File: src/core/i2c_seq_map.svh
`ifndef I2C_SEQ_MAP_SVH
`define I2C_SEQ_MAP_SVH
// ----------------------------------------
// Register offsets
// ----------------------------------------
`define ADDR_W 4
`define OFF_CTRL 4'h0
`define OFF_STAT 4'h1
`define OFF_BAUD 4'h2
`define OFF_DATA 4'h3
// ----------------------------------------
// Control register bit positions
// ----------------------------------------
`define CTL_START 0
`define CTL_RESTART 1
`define CTL_RECV 2
`define CTL_ACKSEQ 3
`define CTL_ACK_DATA_BIT 4
// ----------------------------------------
// Status register bit positions (bits 0 to 6 write one to clear)
// ----------------------------------------
`define ST_START_DET 0
`define ST_IRQ 1
`define ST_BCOL 2
`define ST_BFULL 3
`define ST_WRITE_COLLISION_FLAG 4
`define ST_OVFL 5
`define ST_ACK_STATUS_BIT 6
`define ST_BUSY 7
// ----------------------------------------
// Reset values
// ----------------------------------------
`define BAUD_RESET 8'h09
`endif

File: src/core/i2c_seq_pkg.sv
package i2c_seq_pkg;
  typedef enum logic [3:0] {
    ST_IDLE, ST_S_WAIT, ST_S_HOLD,
    ST_R_SCLLO, ST_R_SDAHI, ST_R_SCLHI, ST_R_SDALO,
    ST_T_LOW, ST_T_HIGH, ST_RX_PH, ST_A_LOW, ST_A_HIGH
  } seq_state_t;
  typedef struct packed {
    logic [3:0] addr;
    logic [7:0] wdata;
    logic wr;
    logic rd;
  } reg_req_t;
  typedef struct packed {
    logic scl_oe;
    logic sda_oe;
  } line_drive_t;
endpackage

File: src/core/i2c_master_sequencer.sv
// The register offsets and the plain strobed port were decided locally.
`timescale 1ns/1ps
`include "i2c_seq_map.svh"
// Operation
// - Start enable with both lines high loads baud counter from reload register.
// - Lines still high at expiry: pull data low, set start-detected flag.
// - Reload counter; on expiry clear start enable, stop counter, keep data low.
// - Line low at start or clock low early: collision flag, abort, idle.
// - Restart enable acts only when idle; otherwise ignored.
// - Restart: clock low, release data one period, release clock, wait high period.
// - Then data low one period, clock low, clear restart enable, hold data low.
// - Restart sets start-detected at the start, interrupt flag after expiry.
// - Restart collision on data low at clock rise or early clock fall.
// - Data write sets buffer-full and starts the counter for transmission.
// - Bits change in the same cycle the clock is pulled low; clock low one period, high one period.
// - At eighth falling edge clear buffer-full and release data.
// - Capture ninth clock level; ack status clear on ack, set on nack.
// - After ninth clock set interrupt flag, stop counter, hold clock low.
// - First byte shifts seven address bits then direction bit, msb first.
// - Data write while shifting sets write collision, buffer unchanged.
// - Receive enable ignored unless port idle.
// - Reception: each expiry toggles clock, data level shifted in.
// - After eighth received fall: clear enable, load buffer, set flags, hold clock.
// - Reading the data buffer clears buffer-full in reception.
// - Byte complete while buffer-full set raises receive overflow flag.
// - Released clock pauses counter until sampled high, then reloads.
// - Ack sequence: clock low, ack data on line, timed phases, clear, idle.
module i2c_master_sequencer
  import i2c_seq_pkg::*;
(
  input wire logic clock_in,
  input wire logic rst_n_in,
  input wire logic [`ADDR_W-1:0] addr_in,
  input wire logic [7:0] wdata_in,
  input wire logic wr_in,
  input wire logic rd_in,
  output logic [7:0] rdata_out,
  input wire logic scl_in,
  input wire logic sda_in,
  output logic scl_out,
  output logic scl_oe_out,
  output logic sda_out,
  output logic sda_oe_out
);
  // ----------------------------------------
  // Pin synchronisers
  // ----------------------------------------
  logic [1:0] scl_sync_q;
  logic [1:0] sda_sync_q;
  logic scl_prev_q;
  always_ff @(posedge clock_in) begin
    if (!rst_n_in) begin
      scl_sync_q <= 2'h3;
      sda_sync_q <= 2'h3;
      scl_prev_q <= 1'b1;
    end else begin
      scl_sync_q <= {scl_sync_q[0], scl_in};
      sda_sync_q <= {sda_sync_q[0], sda_in};
      scl_prev_q <= scl_sync_q[1];
    end
  end
  wire scl_hi = scl_sync_q[1];
  wire sda_hi = sda_sync_q[1];
  wire scl_rise = scl_hi && !scl_prev_q;

  // ----------------------------------------
  // Register decode
  // ----------------------------------------
  reg_req_t req;
  assign req = '{addr: addr_in, wdata: wdata_in, wr: wr_in, rd: rd_in};
  function automatic logic hit(input reg_req_t r, input logic [3:0] off);
    hit = (r.addr == off);
  endfunction
  wire wr_ctrl = req.wr && hit(req, `OFF_CTRL);
  wire wr_stat = req.wr && hit(req, `OFF_STAT);
  wire wr_baud = req.wr && hit(req, `OFF_BAUD);
  wire wr_data = req.wr && hit(req, `OFF_DATA);
  wire rd_data = req.rd && hit(req, `OFF_DATA);

  // ----------------------------------------
  // State
  // ----------------------------------------
  seq_state_t state_q, state_d;
  logic [7:0] baud_q, cnt_q, cnt_d;
  logic run_q, run_d;
  logic [7:0] buf_q, buf_d, shift_q, shift_d;
  logic [3:0] bit_q, bit_d;
  logic [4:0] ctl_q, ctl_d;
  logic [6:0] st_q, st_d;
  line_drive_t drv_q, drv_d;
  logic [7:0] rdata_d;

  wire idle = (state_q == ST_IDLE);
  // Counter expiry marks the end of one baud period of reload+1 cycles.
  wire expire = run_q && (cnt_q == 8'h00);

  // ----------------------------------------
  // Sequencer
  // ----------------------------------------
  always_comb begin
    state_d = state_q;
    cnt_d = run_q ? cnt_q - 8'h01 : cnt_q;
    run_d = run_q;
    buf_d = buf_q;
    shift_d = shift_q;
    bit_d = bit_q;
    ctl_d = ctl_q;
    st_d = st_q;
    drv_d = drv_q;
    rdata_d = 8'h00;
    // Software clears status flags by writing ones; hardware sets below win.
    if (wr_stat) begin
      st_d = st_q & ~req.wdata[6:0];
    end
    if (rd_data) begin
      st_d[`ST_BFULL] = 1'b0;
    end
    if (wr_ctrl) begin
      ctl_d[`CTL_ACK_DATA_BIT] = req.wdata[`CTL_ACK_DATA_BIT];
    end
    case (state_q)
      ST_IDLE: begin
        run_d = 1'b0;
        if (wr_ctrl && req.wdata[`CTL_START]) begin
          ctl_d[`CTL_START] = 1'b1;
          if (scl_hi && sda_hi) begin
            cnt_d = baud_q;
            run_d = 1'b1;
            state_d = ST_S_WAIT;
          end else begin
            st_d[`ST_BCOL] = 1'b1;
            ctl_d[`CTL_START] = 1'b0;
          end
        end else if (wr_ctrl && req.wdata[`CTL_RESTART]) begin
          ctl_d[`CTL_RESTART] = 1'b1;
          drv_d.scl_oe = 1'b1;
          state_d = ST_R_SCLLO;
        end else if (wr_ctrl && req.wdata[`CTL_RECV]) begin
          ctl_d[`CTL_RECV] = 1'b1;
          drv_d.sda_oe = 1'b0;
          bit_d = 4'h0;
          cnt_d = baud_q;
          run_d = 1'b1;
          state_d = ST_RX_PH;
        end else if (wr_ctrl && req.wdata[`CTL_ACKSEQ]) begin
          ctl_d[`CTL_ACKSEQ] = 1'b1;
          drv_d.scl_oe = 1'b1;
          drv_d.sda_oe = ~req.wdata[`CTL_ACK_DATA_BIT];
          cnt_d = baud_q;
          run_d = 1'b1;
          state_d = ST_A_LOW;
        end else if (wr_data) begin
          buf_d = req.wdata;
          shift_d = req.wdata;
          st_d[`ST_BFULL] = 1'b1;
          bit_d = 4'h0;
          drv_d.scl_oe = 1'b1;
          drv_d.sda_oe = ~req.wdata[7];
          cnt_d = baud_q;
          run_d = 1'b1;
          state_d = ST_T_LOW;
        end
      end
      ST_S_WAIT: begin
        if (!scl_hi) begin
          st_d[`ST_BCOL] = 1'b1;
          ctl_d[`CTL_START] = 1'b0;
          drv_d = '0;
          state_d = ST_IDLE;
        end else if (!sda_hi || expire) begin
          drv_d.sda_oe = 1'b1;
          st_d[`ST_START_DET] = 1'b1;
          cnt_d = baud_q;
          state_d = ST_S_HOLD;
        end
      end
      ST_S_HOLD: begin
        if (expire) begin
          ctl_d[`CTL_START] = 1'b0;
          st_d[`ST_IRQ] = 1'b1;
          drv_d.scl_oe = 1'b1;
          run_d = 1'b0;
          state_d = ST_IDLE;
        end
      end
      ST_R_SCLLO: begin
        if (!scl_hi) begin
          drv_d.sda_oe = 1'b0;
          cnt_d = baud_q;
          run_d = 1'b1;
          state_d = ST_R_SDAHI;
        end
      end
      ST_R_SDAHI: begin
        if (expire && sda_hi) begin
          drv_d.scl_oe = 1'b0;
          run_d = 1'b0;
          state_d = ST_R_SCLHI;
        end
      end
      ST_R_SCLHI: begin
        if (scl_rise && !sda_hi) begin
          st_d[`ST_BCOL] = 1'b1;
          ctl_d[`CTL_RESTART] = 1'b0;
          drv_d = '0;
          state_d = ST_IDLE;
        end else if (scl_hi && !run_q) begin
          cnt_d = baud_q;
          run_d = 1'b1;
        end else if (run_q && !scl_hi) begin
          st_d[`ST_BCOL] = 1'b1;
          ctl_d[`CTL_RESTART] = 1'b0;
          drv_d = '0;
          run_d = 1'b0;
          state_d = ST_IDLE;
        end else if (expire) begin
          drv_d.sda_oe = 1'b1;
          st_d[`ST_START_DET] = 1'b1;
          cnt_d = baud_q;
          state_d = ST_R_SDALO;
        end
      end
      ST_R_SDALO: begin
        if (expire) begin
          drv_d.scl_oe = 1'b1;
          ctl_d[`CTL_RESTART] = 1'b0;
          st_d[`ST_IRQ] = 1'b1;
          run_d = 1'b0;
          state_d = ST_IDLE;
        end
      end
      ST_T_LOW: begin
        if (expire) begin
          drv_d.scl_oe = 1'b0;
          run_d = 1'b0;
          state_d = ST_T_HIGH;
        end
      end
      ST_T_HIGH: begin
        if (!run_q) begin
          if (scl_hi) begin
            cnt_d = baud_q;
            run_d = 1'b1;
            if (bit_q == 4'h8) begin
              st_d[`ST_ACK_STATUS_BIT] = sda_hi;
            end
          end
        end else if (expire) begin
          drv_d.scl_oe = 1'b1;
          cnt_d = baud_q;
          bit_d = bit_q + 4'h1;
          if (bit_q == 4'h8) begin
            st_d[`ST_IRQ] = 1'b1;
            run_d = 1'b0;
            state_d = ST_IDLE;
          end else if (bit_q == 4'h7) begin
            st_d[`ST_BFULL] = 1'b0;
            drv_d.sda_oe = 1'b0;
            state_d = ST_T_LOW;
          end else begin
            shift_d = {shift_q[6:0], 1'b0};
            drv_d.sda_oe = ~shift_q[6];
            state_d = ST_T_LOW;
          end
        end
      end
      ST_RX_PH: begin
        if (!run_q) begin
          if (scl_hi) begin
            cnt_d = baud_q;
            run_d = 1'b1;
          end
        end else if (expire) begin
          cnt_d = baud_q;
          if (drv_q.scl_oe) begin
            drv_d.scl_oe = 1'b0;
            run_d = 1'b0;
          end else begin
            drv_d.scl_oe = 1'b1;
            shift_d = {shift_q[6:0], sda_hi};
            bit_d = bit_q + 4'h1;
            if (bit_q == 4'h7) begin
              ctl_d[`CTL_RECV] = 1'b0;
              buf_d = {shift_q[6:0], sda_hi};
              st_d[`ST_OVFL] = st_q[`ST_BFULL] | st_d[`ST_OVFL];
              st_d[`ST_BFULL] = 1'b1;
              st_d[`ST_IRQ] = 1'b1;
              run_d = 1'b0;
              state_d = ST_IDLE;
            end
          end
        end
      end
      ST_A_LOW: begin
        if (expire) begin
          drv_d.scl_oe = 1'b0;
          run_d = 1'b0;
          state_d = ST_A_HIGH;
        end
      end
      ST_A_HIGH: begin
        if (!run_q) begin
          if (scl_hi) begin
            cnt_d = baud_q;
            run_d = 1'b1;
          end
        end else if (expire) begin
          drv_d.scl_oe = 1'b1;
          ctl_d[`CTL_ACKSEQ] = 1'b0;
          st_d[`ST_IRQ] = 1'b1;
          run_d = 1'b0;
          state_d = ST_IDLE;
        end
      end
      default: begin
        state_d = ST_IDLE;
        drv_d = '0;
        run_d = 1'b0;
      end
    endcase
    // A buffer write outside idle is refused and flagged.
    if (wr_data && !idle) begin
      st_d[`ST_WRITE_COLLISION_FLAG] = 1'b1;
    end
    if (req.rd) begin
      case (req.addr)
        `OFF_CTRL: rdata_d = {3'h0, ctl_q};
        `OFF_STAT: rdata_d = {!idle, st_q};
        `OFF_BAUD: rdata_d = baud_q;
        `OFF_DATA: rdata_d = buf_q;
        default: rdata_d = 8'h00;
      endcase
    end
  end

  // ----------------------------------------
  // Registers
  // ----------------------------------------
  always_ff @(posedge clock_in) begin
    if (!rst_n_in) begin
      state_q <= ST_IDLE;
      cnt_q <= 8'h00;
      run_q <= 1'b0;
      buf_q <= 8'h00;
      shift_q <= 8'h00;
      bit_q <= 4'h0;
      ctl_q <= 5'h00;
      st_q <= 7'h00;
      drv_q <= '0;
      rdata_out <= 8'h00;
    end else begin
      state_q <= state_d;
      cnt_q <= cnt_d;
      run_q <= run_d;
      buf_q <= buf_d;
      shift_q <= shift_d;
      bit_q <= bit_d;
      ctl_q <= ctl_d;
      st_q <= st_d;
      drv_q <= drv_d;
      rdata_out <= rdata_d;
    end
  end

  // Reload changes take effect at the next period, never mid-count.
  always_ff @(posedge clock_in) begin
    if (!rst_n_in) begin
      baud_q <= `BAUD_RESET;
    end else if (wr_baud) begin
      baud_q <= req.wdata;
    end
  end

  // Lines are open drain: only low is ever driven.
  always_ff @(posedge clock_in) begin
    if (!rst_n_in) begin
      scl_out <= 1'b0;
      sda_out <= 1'b0;
      scl_oe_out <= 1'b0;
      sda_oe_out <= 1'b0;
    end else begin
      scl_out <= 1'b0;
      sda_out <= 1'b0;
      scl_oe_out <= drv_d.scl_oe;
      sda_oe_out <= drv_d.sda_oe;
    end
  end
endmodule

File: config.mk
export PLATFORM = sky130hd
export DESIGN_NAME = i2c_master_sequencer
export DESIGN_NICKNAME = d
export VERILOG_FILES = /design/src/core/i2c_seq_pkg.sv /design/src/core/i2c_master_sequencer.sv
export VERILOG_INCLUDE_DIRS = /design/src /design/src/core
export SDC_FILE = /design/constraint.sdc
export NUM_CORES = 1
export LEC_CHECK = 0
export CAP_MARGIN = 25
export CORE_MARGIN = 3
export CORE_UTILIZATION = 40
export DETAILED_ROUTE_END_ITERATION = 8
export DONT_BUFFER_PORTS = 1
export GPL_TIMING_DRIVEN = 0
export PLACE_DENSITY = 0.6
export SETUP_SLACK_MARGIN = 0.02
export SLEW_MARGIN = 20
export SYNTH_ARGS = -nofsm -noshare
export SYNTH_HDL_FRONTEND = slang
export SYNTH_SLANG_ARGS = --single-unit
File: constraint.sdc
create_clock -name clock_in -period 5 [get_ports clock_in]
set_input_delay 0.75 -clock clock_in [delete_from_list [all_inputs] [get_ports clock_in]]
set_output_delay 0.75 -clock clock_in [all_outputs]
set_load 0.02 [all_outputs]
==> reports/metrics.cfg <==
[status]
status=finished, final reports clean

[clock_tree]
clk_latency_ps=350
ctsRootBufferMaster=clkbuf_16
clock_path_buffers=2
hold_buffers=0
cts_tree=yes
clock-sinks=67
post_cts_buffers=0
clkSlewWorstSetupHoldPaths_ps=60
ctsResizeCount=0
cts_buffers=9
ctsHtreeMaxLevel=3

[setup_path]
crit_type=flop to flop
ff2ff_path_depth=9
cp.required_ps=5210
arrival_ps=3850
startpoint_type=flop
end_kind=flop
crit_fanout=10

[yosys]
synth_fa_ha_area_share_pct=1.52
synthMuxAreaShare_pct=5.87
ys_warn_count=0
synth_top_family_by_area=compound AO/OA/AOI/OAI gates
ys_types=85
yosys.area_share.simple_pct=27.0
postSynth.asyncResetShare_pct=0
ys_ff_latch=67
synth_xor_area_share_pct=2.13
seq_area_frac_synth_pct=27.1
synth_area_per_cell_sq_um=7.65
ys.flop_type=dfxtp_1
synth_compound_area_share_pct=28.2
synth_cells=646
synth-edff-count=0
syn_area_sq_um=4940

[place]
gp_congestion=1.02
dp_hpwl_mm=14.1
io_buffers=0

[floorplan]
die_h_microns=117
row_count=39
dieArea_sq_um=13700
ioPinCount=30
core_area_sq_um=11800
die_x_microns=117
start_util_pct=42.0

[power_and_ir_drop]
power_density_nw_per_um2=506
irDropWorstVdd_mv=0.217
p_leak_nw=1.93

[route]
drt_iter0_markers=880
dr.pass1.iters=5
route.detailed.drc=0
post_drt_wl_per_cell_microns=23.4
vias=5349
via_per_inst=6.47
ant_nets=0
wl_mm=19.4

[timing]
slew_violations=0
hold_violations=0
relSlewSlack_pct=30.7
setup_viol=0
fin_tns_setup_ps=0
period_needed_ps=3640
tightest_slew_ps=1040
max_freq_mhz=275
rsz0062_at_grt=false
min_period_over_period_pct=72.8
fin_worst_skew_ps=7.04

[run]
cap_violations=0

[global_routing]
antenna_found_initial=0
overflow=0
grt_pass1_wl_mm=29.7
grt_pass1_vias=5094
grt_max_degree=13
grt_usage_pct=29.0

[finish]
drive_gt1_share_pct=10.1
fillers=1181
final_util_pct=46.8
final_common_cell=nand2_1
area_growth_pct=11.5
diodes=0
finalNetCount=682
final_cell_mix=78 x nand2_1, 67 x nor2_1, 67 x dfxtp_1

[worst_hold_path]
min-delay-path-class=flop to flop
holdPathStages=1

report_power, final:
part           switching (mW)  leakage, nW  internal, mW  total [mW]
combinational           0.863         1.21         0.479        1.34
clock                   0.262        0.173         0.502       0.763
sequential             0.0773        0.545         0.605       0.683
per-stage QoR:
| stage | total power [mW] | hold WS, ps | setup WS [ps] | instance area, sq um | cells |
|---|---|---|---|---|---|
| after floorplan | 1.63 | 386 | 2340 | 4950 | 647 |
| after global placement | 1.97 | 390 | 1500 | 5150 | 811 |
| after detailed placement | 1.99 | 391 | 1560 | 5160 | 811 |
| after CTS | 2.75 | 405 | 1510 | 5510 | 827 |
| after global routing | 2.93 | 431 | 1150 | 5510 | 827 |
| final | 2.79 | 403 | 1360 | 5510 | 827 |
cell usage after synthesis (5+ instances only):
cell type / number / share of area, %
a21oi_1: 34 / 3.4
a221oi_1: 8 / 1.4
o21ai_0: 38 / 3.8
o2111ai_1: 6 / 1.1
nand4_1: 6 / 0.76
ha_1: 6 / 1.5
nor4_1: 8 / 1.0
mux2_2: 6 / 1.4
mux2i_1: 11 / 2.2
o211ai_1: 8 / 1.2
a31oi_1: 11 / 1.4
mux4_2: 5 / 2.3
nor2b_1: 11 / 1.4
o31ai_1: 5 / 0.76
xor2_1: 8 / 1.4
buf_6: 8 / 1.8
clkbuf_1: 31 / 2.4
buf_2: 7 / 0.71
o22ai_1: 9 / 1.1
nand2b_1: 8 / 1.0
dfxtp_1: 67 / 27
a22oi_1: 11 / 1.7
nand3b_1: 5 / 0.76
a311oi_1: 11 / 1.9
buf_4: 5 / 0.76
nor3_1: 19 / 1.9
inv_1: 19 / 1.4
nor2_1: 67 / 5.1
a211oi_1: 12 / 1.8
nand3_1: 23 / 2.3
nand2_1: 78 / 5.9
metal layers:
metal	global-route usage (%)	share of wire, %
met4	11.2	3.2
met2	43.6	44
met5	0	0
met1	40.4	43
met3	6.22	10
path summary, 6_finish.rpt:
| path | slack [ps] | from | end |
|---|---|---|---|
| max | 1360 | scl_sync_q[1]$_SDFF_PN1_ | cnt_q[4]$_SDFF_PN0_ |
| max reg2reg | 1360 | scl_sync_q[1]$_SDFF_PN1_ | cnt_q[4]$_SDFF_PN0_ |
| min reg2reg | 400 | sda_sync_q[0]$_SDFF_PN1_ | sda_sync_q[1]$_SDFF_PN1_ |
| min | 400 | sda_sync_q[0]$_SDFF_PN1_ | sda_sync_q[1]$_SDFF_PN1_ |
area by class of cell:
class / count / area (sq um) / area share [%]
Clock buffer: 10 / 239 / 4.34
Multi-Input combinational cell: 504 / 3210 / 58.3
Sequential cell: 67 / 1340 / 24.3
Inverter: 20 / 75.1 / 1.36
Tap cell: 164 / 205 / 3.72
Clock inverter: 6 / 113 / 2.04
Buffer: 56 / 323 / 5.86
cells by family (layout without fill, tap and decap cells):
logic type,Yosys count,in the layout
XOR/XNOR,12,12
AO/OA/AOI/OAI,198,198
AND/OR/NAND/NOR,264,264
multiplexers,22,22
other,1,2
flip-flops,67,67
adder cells (fa/ha/maj),6,6
buffers and inverters,76,92
worst max-delay path, cell delays in order (launching register included):
cell and delay [ps]:
dfxtp_1 360, clkbuf_1 530, clkbuf_1 500, inv_1 240, ha_1 310, a21oi_1 510, o21ai_0 350, mux2_2 350
a221oi_1 230, a31oi_1 110
sequential cells by signal, indices dropped and copies added, names as in the netlist, 4 cells and up:
register / flops
baud_q: 8
rdata_out: 8
bit_q: 4
shift_q: 7
cnt_q: 8
ctl_q: 5
state_q: 4
buf_q: 8
st_q: 7
Note: power is estimated with default switching activity, not from simulation.
